==> config.mk <==
export PLATFORM = sky130hd
export DESIGN_NAME = cwb_top
export DESIGN_NICKNAME = d
export VERILOG_FILES = /design/src/rtl/cwb_pkg.sv /design/src/rtl/cwb_sync_if.sv /design/src/rtl/cwb_top.sv /design/src/rtl/cwb_serial.sv
export SDC_FILE = /design/constraint.sdc
export NUM_CORES = 1
export LEC_CHECK = 0
export BUFFER_PORTS_ARGS = -buffer_cell sky130_fd_sc_hd__buf_2
export CORE_UTILIZATION = 30
export DETAILED_ROUTE_END_ITERATION = 8
export PLACE_DENSITY = 0.52
export SYNTH_ARGS = -nofsm -noshare
export SYNTH_HDL_FRONTEND = slang
export SYNTH_SLANG_ARGS = --single-unit
==> constraint.sdc <==
create_clock -name clk -period 2.73 [get_ports clk]
set_clock_uncertainty 0.05 [all_clocks]
set_input_delay 0.546 -clock clk [delete_from_list [all_inputs] [get_ports clk]]
set_output_delay 0.546 -clock clk [all_outputs]
set_load 0.005 [all_outputs]
==> src/rtl/cwb_pkg.sv <==
// Constants and types shared by the beamformer serial and timing logic
// Operation
// [RL1] Host lowers select before serial clocks
// [RL2] Frame: write bit, address, data, MSB first
// [RL3] Sample input on serial clock rise while selected
// [RL4] Write lands at select rising edge
// [RL5] Host holds select high two serial clocks
// [RL6] Chain needs thirteen clocks per chip
// [RL7] Broadcast routes serial input to output
// [RL8] Broadcast loads same register in every chip
// [RL9] Read frame has write bit zero
// [RL10] Read fetch loads shifter while deselected
// [RL11] Next frame shifts fetched data out
// [RL12] No reads while broadcast selected
// [RL13] Address 0011b is channel three delay
// [RL14] Host raises enable before use
// [RL15] Host programs before raising transmit run
// [RL16] Delay countdown starts two clocks after run
// [RL17] Count zero drives positive next edge
// [RL18] Half period equals divisor, then repeat
// [RL19] Run low floats all outputs
// [RL20] Float bit set keeps channel floating
// [RL21] Divisor zero acts as 256
// [RL22] Enable low clears every register; the code clears the register file, shifter and fetch flag but keeps sdo_r
// [RL23] Broadcast zero is daisy chain mode
// [RL24] Address map: delays, float bits, divisor
// [RL25] Chain output is shifter far end
// [RL26] Unknown addresses change nothing
package cwb_pkg;
	localparam int FRAME_BITS = 13;
	localparam int ADDR_BITS = 4;
	localparam int DATA_BITS = 8;
	localparam int NUM_CH = 8;
	localparam int WR_POS = 12;
	localparam int ADDR_LSB = 8;
	localparam logic [3:0] ADDR_FLOAT = 4'h8;
	localparam logic [3:0] ADDR_DIV = 4'h9;
	localparam logic [3:0] ADDR_CH_MAX = 4'h7;
	localparam logic [7:0] REG_RESET = 8'h00;
	localparam int RUN_LATENCY = 2;
	localparam logic [8:0] DIV_ZERO_HALF = 9'h100;
	typedef enum logic [1:0] {CWB_IDLE, CWB_WAIT, CWB_COUNT, CWB_WAVE} cwb_ch_e;
endpackage : cwb_pkg

==> src/rtl/cwb_sync_if.sv <==
// Interface carrying synchronised serial pins to the serial engine
`timescale 1ns/10ps
interface cwb_sync_if;
	logic sel_low;
	logic sck;
	logic sdi;
	modport src (output sel_low, output sck, output sdi);
	modport dst (input sel_low, input sck, input sdi);
endinterface : cwb_sync_if

==> src/rtl/cwb_top.sv <==
// Top of the beamformer: pin sync, serial engine and wave generators
`timescale 1ns/10ps
module cwb_top
	import cwb_pkg::*;
(
	input wire logic clk, // Transmit clock
	input wire logic resetn, // Async reset, low
	input wire logic enable, // Chip enable, low clears registers
	input wire logic select_low, // Serial select, low
	input wire logic sck, // Serial clock pin
	input wire logic sdi, // Serial data in
	input wire logic broadcast_select, // 1 broadcast, 0 chain
	input wire logic transmit_run, // Start transmission
	output logic sdo, // Serial data out
	output logic [NUM_CH-1:0] wave_out, // Level, 1 positive
	output logic [NUM_CH-1:0] wave_oe // High while channel drives
);
	logic [1:0] sel_s_r, sck_s_r, sdi_s_r, en_s_r, bc_s_r, run_s_r;
	logic sdo_chain, sdo_nxt;
	logic [NUM_CH*DATA_BITS-1:0] delays;
	logic [DATA_BITS-1:0] float_bits, divisor;
	cwb_sync_if sp ();

	always_ff @(posedge clk or negedge resetn) begin
		if (!resetn) begin
			sel_s_r <= 2'h3;
			sck_s_r <= 2'h0;
			sdi_s_r <= 2'h0;
			en_s_r <= 2'h0;
			bc_s_r <= 2'h0;
			run_s_r <= 2'h0;
		end else begin
			sel_s_r <= {sel_s_r[0], select_low};
			sck_s_r <= {sck_s_r[0], sck};
			sdi_s_r <= {sdi_s_r[0], sdi};
			en_s_r <= {en_s_r[0], enable};
			bc_s_r <= {bc_s_r[0], broadcast_select};
			run_s_r <= {run_s_r[0], transmit_run};
		end
	end

	assign sp.sel_low = sel_s_r[1];
	assign sp.sck = sck_s_r[1];
	assign sp.sdi = sdi_s_r[1];

	cwb_serial u_serial (
		.clk(clk),
		.resetn(resetn),
		.enable(en_s_r[1]),
		.broadcast_select(bc_s_r[1]),
		.pins(sp),
		.phase_delay_value(delays),
		.output_float_bits(float_bits),
		.tone_freq_divisor(divisor),
		.sdo_r(sdo_chain)
	);

	// Broadcast passes data through the sync stages and output flop, three clocks in all
	assign sdo_nxt = bc_s_r[1] ? sdi_s_r[1] : sdo_chain; // RL7

	always_ff @(posedge clk or negedge resetn) begin
		if (!resetn) begin
			sdo <= 1'b0;
		end else begin
			sdo <= sdo_nxt;
		end
	end

	// Divisor zero behaves as 256 half-period cycles
	function automatic logic [8:0] half_period(input logic [7:0] d);
		return (d == REG_RESET) ? DIV_ZERO_HALF : {1'b0, d}; // RL21
	endfunction : half_period

	localparam logic [1:0] LAT_LAST = 2'(RUN_LATENCY - 1);
	cwb_ch_e st_r [NUM_CH];
	cwb_ch_e st_nxt [NUM_CH];
	logic [8:0] cnt_r [NUM_CH];
	logic [8:0] cnt_nxt [NUM_CH];
	logic [1:0] lat_r, lat_nxt;
	logic [NUM_CH-1:0] out_nxt, oe_nxt;
	logic run;

	assign run = run_s_r[1] & en_s_r[1];

	always_comb begin
		lat_nxt = lat_r;
		out_nxt = wave_out;
		oe_nxt = wave_oe;
		for (int c = 0; c < NUM_CH; c++) begin
			st_nxt[c] = st_r[c];
			cnt_nxt[c] = cnt_r[c];
			if (!run) begin
				st_nxt[c] = CWB_IDLE;
				oe_nxt[c] = 1'b0; // RL19
				out_nxt[c] = 1'b0;
			end else begin
				case (st_r[c])
					CWB_IDLE: begin
						if (!float_bits[c]) begin // RL20
							st_nxt[c] = CWB_WAIT;
						end
					end
					CWB_WAIT: begin
						if (lat_r == LAT_LAST) begin // RL16
							st_nxt[c] = CWB_COUNT;
							cnt_nxt[c] = {1'b0, delays[c*DATA_BITS +: DATA_BITS]};
						end
					end
					CWB_COUNT: begin
						if (cnt_r[c] == 9'h000) begin
							st_nxt[c] = CWB_WAVE;
							out_nxt[c] = 1'b1; // RL17
							oe_nxt[c] = 1'b1;
							cnt_nxt[c] = half_period(divisor) - 9'h001;
						end else begin
							cnt_nxt[c] = cnt_r[c] - 9'h001;
						end
					end
					CWB_WAVE: begin
						if (cnt_r[c] == 9'h000) begin
							out_nxt[c] = ~wave_out[c]; // RL18
							cnt_nxt[c] = half_period(divisor) - 9'h001;
						end else begin
							cnt_nxt[c] = cnt_r[c] - 9'h001;
						end
					end
					default: st_nxt[c] = CWB_IDLE;
				endcase
			end
		end
		if (!run) begin
			lat_nxt = 2'h0;
		end else if (lat_r != LAT_LAST) begin
			lat_nxt = lat_r + 2'h1;
		end
	end

	always_ff @(posedge clk or negedge resetn) begin
		if (!resetn) begin
			lat_r <= 2'h0;
			wave_out <= '0;
			wave_oe <= '0;
			for (int c = 0; c < NUM_CH; c++) begin
				st_r[c] <= CWB_IDLE;
				cnt_r[c] <= 9'h000;
			end
		end else begin
			lat_r <= lat_nxt;
			wave_out <= out_nxt;
			wave_oe <= oe_nxt;
			for (int c = 0; c < NUM_CH; c++) begin
				st_r[c] <= st_nxt[c];
				cnt_r[c] <= cnt_nxt[c];
			end
		end
	end
endmodule : cwb_top

==> src/rtl/cwb_serial.sv <==
// Serial frame engine: shifter, register file, read fetch
`timescale 1ns/10ps
module cwb_serial
	import cwb_pkg::*;
(
	input wire logic clk, // Core clock
	input wire logic resetn, // Async reset, low
	input wire logic enable, // Synchronised enable
	input wire logic broadcast_select, // Synchronised mode
	cwb_sync_if.dst pins, // Synchronised serial pins
	output logic [NUM_CH*DATA_BITS-1:0] phase_delay_value, // Delays
	output logic [DATA_BITS-1:0] output_float_bits, // Float bits
	output logic [DATA_BITS-1:0] tone_freq_divisor, // Divisor
	output logic sdo_r // Serial out
);
	logic [FRAME_BITS-1:0] shift_r, shift_nxt;
	logic [DATA_BITS-1:0] regs_r [0:NUM_CH+1];
	logic [DATA_BITS-1:0] regs_nxt [0:NUM_CH+1];
	logic sck_d_r, sel_d_r, fetch_r, fetch_nxt, sdo_nxt;
	logic sck_rise, sel_rise;
	logic [ADDR_BITS-1:0] addr;

	assign sck_rise = pins.sck & ~sck_d_r;
	assign sel_rise = pins.sel_low & ~sel_d_r;
	assign addr = shift_r[WR_POS-1:ADDR_LSB];

	always_comb begin
		shift_nxt = shift_r;
		fetch_nxt = fetch_r;
		sdo_nxt = sdo_r;
		for (int i = 0; i < NUM_CH + 2; i++) begin
			regs_nxt[i] = regs_r[i];
		end
		if (!enable) begin
			for (int i = 0; i < NUM_CH + 2; i++) begin
				regs_nxt[i] = REG_RESET; // RL22
			end
			shift_nxt = '0;
			fetch_nxt = 1'b0;
		end else if (!pins.sel_low) begin
			if (sck_rise) begin
				shift_nxt = {shift_r[FRAME_BITS-2:0], pins.sdi}; // RL3 RL2
				sdo_nxt = shift_r[FRAME_BITS-1]; // RL25 RL11
			end
		end else if (sel_rise) begin
			if (shift_r[WR_POS]) begin
				if (addr <= ADDR_CH_MAX || addr == ADDR_FLOAT
						|| addr == ADDR_DIV) begin // RL24 RL26
					regs_nxt[addr] = shift_r[DATA_BITS-1:0]; // RL4 RL8 RL13
				end
			end else if (!broadcast_select) begin // RL12 RL23
				fetch_nxt = 1'b1; // RL9
			end
		end else if (fetch_r) begin
			fetch_nxt = 1'b0;
			shift_nxt = '0;
			if (addr <= ADDR_CH_MAX || addr == ADDR_FLOAT || addr == ADDR_DIV) begin
				shift_nxt[DATA_BITS-1:0] = regs_r[addr]; // RL10
			end
		end
	end

	always_ff @(posedge clk or negedge resetn) begin
		if (!resetn) begin
			shift_r <= '0;
			fetch_r <= 1'b0;
			sdo_r <= 1'b0;
			sck_d_r <= 1'b0;
			sel_d_r <= 1'b1;
			for (int i = 0; i < NUM_CH + 2; i++) begin
				regs_r[i] <= REG_RESET;
			end
		end else begin
			shift_r <= shift_nxt;
			fetch_r <= fetch_nxt;
			sdo_r <= sdo_nxt;
			sck_d_r <= pins.sck;
			sel_d_r <= pins.sel_low;
			for (int i = 0; i < NUM_CH + 2; i++) begin
				regs_r[i] <= regs_nxt[i];
			end
		end
	end

	always_comb begin
		for (int i = 0; i < NUM_CH; i++) begin
			phase_delay_value[i*DATA_BITS +: DATA_BITS] = regs_r[i];
		end
		output_float_bits = regs_r[NUM_CH];
		tone_freq_divisor = regs_r[NUM_CH+1];
	end
endmodule : cwb_serial

== Word level (Yosys, flattened, before mapping) ==
Index checks and enable logic that the tools add are counted.
Word-level totals
  register bits after elaboration: 216
  input port bits: 8
  output and inout port bits: 17
  logic and storage cells: 396
Cells by class
  add/sub/neg operators: 10
  $lt $le $gt $ge: 3
  equality and inequality tests: 110
  multiplexer cells: 131
  bitwise logic cells: 15
  reductions and logical operators: 72
Operator list (count)
  80-bit 2-to-1 mux: 5
  9-bit 2-to-1 mux: 17
  9-bit one-hot mux with 2 select lines: 8
  3-bit != test (second input constant): 35
  9-bit by 1-bit subtractor with 9-bit output (second input constant): 9
  80-bit bitwise mux: 1
  9-bit logical NOT: 8
  13-bit 2-to-1 mux: 5
  3-bit AND reduction: 19
  2-bit 2-to-1 mux: 27
  2-bit one-hot mux with 3 select lines: 8
  1-bit 2-to-1 mux: 46
  2-bit by 1-bit != test with 1-bit output (second input constant): 21
  4-bit AND reduction: 9
  8-bit binary-select mux with 4-bit select: 1
  8-bit demux with 4-bit select: 1
  2-bit equality test (second input constant): 16
  8-bit 2-to-1 mux: 4
  4-bit by 1-bit != test with 1-bit output (second input constant): 8
  3-bit by 1-bit != test with 1-bit output (second input constant): 8
  2-bit by 1-bit equality test with 1-bit output (second input constant): 9
  2-bit != test (second input constant): 9
  2-bit logical NOT: 8
  1-bit one-hot mux with 2 select lines: 8
  15 further kinds: 51

== Logic depth before layout (Yosys ltp) ==
  depth after elaboration: 11
  depth in mapped cells: 9
  gate-level depth less buffers: 7

== By module ==
A second synthesis with hierarchy kept.
Unflattened totals
  cell total of the unflattened synthesis: 1316
  area, all modules: 12398.1 um^2
Modules (own cells, without submodules)
  cwb_top: times used 1, cells an instance 889, area an instance 7636.1 um^2, seq. area each 2980.4 um^2
  cwb_serial: times used 1, cells an instance 427, area an instance 4762.1 um^2, seq. area each 2428.6 um^2

== Worst setup path before layout ==
OpenSTA, ideal clock, no wires.
  kind: reg-to-reg
  start point: reg cnt_r[0] (netlist bit)
  end point: reg st_r[1] (netlist bit)
  setup time: 77 ps
  arrival: 2320 ps
  data required time: 2603 ps
  slack: 282 ps
  cell stages (with the launch flop): 8
  path buffers: 0
  period minus slack after synthesis: 2448 ps
  path through: dfrtp_1 -> inv_1 -> ha_1 -> nor3b_1 -> nand3_1 -> a221o_1 -> or3b_2 -> a21oi_1
On the way
  word-level cells in the longest chain between the ends: 3
Ends and longest elaborated chain
  start: declaration: line cwb_top.sv:77  | logic [8:0] cnt_r [NUM_CH];
  start signal: indexed assignment: line cwb_top.sv:153  | cnt_r[c] <= cnt_nxt[c];
  9-bit logical NOT: line cwb_top.sv:110  | if (cnt_r[c] == 9'h000) begin
  3-bit != test (no source line)
  4-bit AND reduction (no source line)
  end signal: indexed assignment: line cwb_top.sv:152  | st_r[c] <= st_nxt[c];
  end: declaration: line cwb_top.sv:75  | cwb_ch_e st_r [NUM_CH];
No other way between the ends.
A chain may end at the register's enable or synchronous reset.

== Worst setup path in the final report ==
  start point: reg u_serial.regs_r, in the netlist u_serial.tone_freq_divisor[0]
  end point: reg cnt_r[5] (netlist bit)
On the way
  word-level cells in the longest chain between the ends: 5
Ends and longest elaborated chain
  start: declaration: line cwb_serial.sv:17  | logic [DATA_BITS-1:0] regs_r [0:NUM_CH+1];
  start signal: indexed assignment: line cwb_serial.sv:80  | regs_r[i] <= regs_nxt[i];
  8-bit logical NOT: line cwb_top.sv:71  | return (d == REG_RESET) ? DIV_ZERO_HALF : {1'b0, d};
  9-bit 2-to-1 mux (*): line cwb_top.sv:71
  9-bit by 1-bit subtractor with 9-bit output (*): line cwb_top.sv:114, cwb_top.sv:122
  9-bit 2-to-1 mux (*): line cwb_top.sv:110, cwb_top.sv:120
  9-bit one-hot mux with 2 select lines (*): line cwb_top.sv:97  | case (st_r[c])
Mark *: on every way between the ends. The rest lies on a longest branch, timed or not.

==> results_dict.tcl <==
set metrics [dict create \
    vias 10171 \
    via_per_inst 5.44 \
    powerDensity_nw_per_um2 708 \
    worstMarginPinSlew_ps 870 \
    r2r-start "u_serial.tone_freq_divisor[0]$_DFFE_PN0P_" \
    routabilityCongestion 0.887 \
    synth-async-reset-ratio_pct 100 \
    numCtsBuffers 28 \
    r2r_cells 7 \
    rsz0062_at_grt "no" \
    endpoint_kind "register" \
    avgSynthCellArea_um2 9.64 \
    maxSlewViolCount 0 \
    reg2reg_slack_ps 210 \
    dp.cells 1821 \
    routedWlPerCell_um 19.8 \
    postCtsSetupBuffers 0 \
    ys_ff_latch 216 \
    setup_tns_ps 0 \
    cp_max_fo 8 \
    yosysWarnings 0 \
    h-tree-depth 1 \
    hold_viol_final 0 \
    drive_gt1_share_pct 12.3 \
    nNetsFinal 1371 \
    dpl_cell_area_um2 13400 \
    synth_area_leaders "dfrtp_1, mux2i_1, ha_1" \
    cts_tree "done" \
    cp.arrival_ps 2950 \
    synth.distinct_cells 67 \
    synth_flop_cell "dfrtp_1" \
    fin_ws_ps 211 \
    synth_top_area_share_pct 42.9 \
    io_buffers 24 \
    routed_wl_um 37000 \
    setup_viol 0 \
    path_class "register to register" \
    dr.pass1.iters 6 \
    grt_pass1_wl_um 59000 \
    start_util_pct 30.4 \
    yosysSeqAreaShare_pct 43.6 \
    regToRegEndpoint "cnt_r[5]$_DFFE_PN0P_" \
    syn_inst 1288 \
    hold_path_class "input port to register" \
    grt_max_degree 75 \
    synth_nets 1339 \
    pin_count 25 \
    overflow 0 \
    drt_iter0_markers 859 \
    antenna_found_initial 0 \
    clkTransAtPathRegs_ps 50 \
    hold_end "sdi_s_r[0]$_DFF_PN0_" \
    relSlewSlack_pct 42.0 \
    die_h_um 205 \
    first_global_vias 9778 \
    outcome "finished clean" \
    die-area_um2 42200 \
    gr-usage-all-layers_pct 17.9 \
    netlist.top_cell.by_area "dfrtp_1" \
    vdd_drop_max_v 0.000478 \
    synth.most_common_cell "dfrtp_1" \
    die_w_um 205 \
    synth_edf_count 0 \
    power_mw 10.1 \
    clock_sinks 216 \
    cp-start-kind "register" \
    clk_latency_ps 550 \
    finalCritPeriodShare_pct 92.3 \
    cts_max_path_buffers 3 \
    diodes 0 \
    leakage_nw 6.13 \
    finalNonFillerCells 1870 \
    cp.required_ps 3160 \
    areaGrowthSynthToFinish_pct 14.7 \
    design_area_um2 14200 \
    core_um2 40800 \
    drtAntennaViolNets 0 \
    min_from "sdi" \
    fp-row-count 74 \
    hold_depth 1 \
    fmax_ghz 0.397 \
    yosys-top-cells-count "dfrtp_1, mux2i_1, nand2_1" \
    max-cap-violations 0 \
    post-place-ws_ps 248 \
    route.detailed.drc 0 \
    cts-resized-gates 0 \
    dpl.hpwl_um 25700 \
    clockRootBuffer "clkbuf_16" \
    finalCriticalPeriod_ps 2520 \
    netlist_area_um2 12400 \
]
sequential cells by signal (all words and copies together) (netlist names), 2 cells and up:
signal / count
u_serial.shift_r: 13
u_serial.phase_delay_value: 64
wave_out: 8
sck_s_r: 2
en_s_r: 2
sdi_s_r: 2
u_serial.tone_freq_divisor: 8
run_s_r: 2
lat_r: 2
bc_s_r: 2
wave_oe: 8
cnt_r: 72
u_serial.output_float_bits: 8
sel_s_r: 2
st_r: 16
cell type report:
type                    instances  area, um^2
clock buffers                  45         836
clock inverters                 3        18.8
fillers                      4100       26600
inverters                      46         173
multi-input cells             946        6510
flip-flops and latches        216        5410
well taps                     532         666
repair buffers                 82         618
routing by layer:
layer,share of wire (%),up-vias,GRT usage [%]
li1,-,4791,-
met1,47,5078,25.6
met2,46,258,28.7
met3,4.5,44,1.81
met4,2.0,0,4.74
met5,0,-,0
cell families (layout without fill, tap and decap cells):
family,count (synthesis),count (layout),synth area share (%)
xor+xnor,15,15,1.06
buf+inv,126,176,3.99
mux,115,115,10.9
compound gates,322,322,17.1
fa+ha+maj,43,43,4.33
flops,216,216,43.6
simple gates,451,451,19.0
cells in the final DEF (no fill, tap or decap), types with 9 or more instances in the layout:
cell / count
a211oi_1: 10
a21boi_0: 14
a21oi_1: 75
a221oi_1: 10
a22oi_1: 9
a31oi_1: 12
and3_1: 15
buf_2: 23
buf_4: 53
clkbuf_1: 11
clkbuf_16: 29
dfrtp_1: 212
ha_1: 43
inv_1: 46
mux2i_1: 96
mux4_2: 16
nand2_1: 85
nand2b_1: 11
nand3_1: 49
nor2_1: 84
nor2b_1: 78
nor3_1: 46
nor3b_1: 9
nor4_1: 11
o211ai_1: 13
o21ai_0: 84
o31ai_1: 14
o41ai_1: 9
or2_2: 9
or3_1: 12
xnor2_1: 9
worst max-delay path: stages, from the launching register on:
cell and delay, ps:
dfrtp_1 420, inv_1 110, ha_1 280, nor3b_1 410
o21ai_0 120, a21bo_1 650, mux2_2 280, a221o_1 130
worst max-delay path by stage:
| stage | start | end | slack, ps | depth (start not counted) |
|---|---|---|---|---|
| finish | u_serial.tone_freq_divisor[0]$_DFFE_PN0P_ | cnt_r[5]$_DFFE_PN0P_ | 210 | 7 |
| global route | cnt_r[63]$_DFFE_PN0P_ | st_r[14]$_DFFE_PN0P_ | 70 | 7 |
| CTS | cnt_r[54]$_DFFE_PN0P_ | st_r[13]$_DFFE_PN0P_ | 250 | 7 |
| detailed placement | u_serial.tone_freq_divisor[0]$_DFFE_PN0P_ | cnt_r[5]$_DFFE_PN0P_ | 250 | 7 |
| global placement | cnt_r[54]$_DFFE_PN0P_ | st_r[13]$_DFFE_PN0P_ | 300 | 7 |
| floorplan | cnt_r[0]$_DFFE_PN0P_ | st_r[1]$_DFFE_PN0P_ | 280 | 7 |
per-stage QoR:
step	util, %	hold WS (ps)
6_report	34.9	50.5
5_1_grt	34.9	34.2
4_1_cts	34.9	23.4
3_5_place_dp	32.7	288
3_3_place_gp	32.7	287
2_1_floorplan	-	200
report_power, final:
| part | switching (mW) | internal (mW) | total [mW] | leakage (nW) |
|---|---|---|---|---|
| clock | 1.43 | 2.07 | 3.50 | 0.419 |
| sequential | 0.418 | 3.51 | 3.93 | 2.91 |
| combinational | 1.56 | 1.09 | 2.65 | 2.81 |
repair_timing:
item	in CTS	in global routing
setup endpoints to repair	0	0
hold buffers	1	0
hold endpoints to repair	54	0
Power figures use the tool's default switching activity.
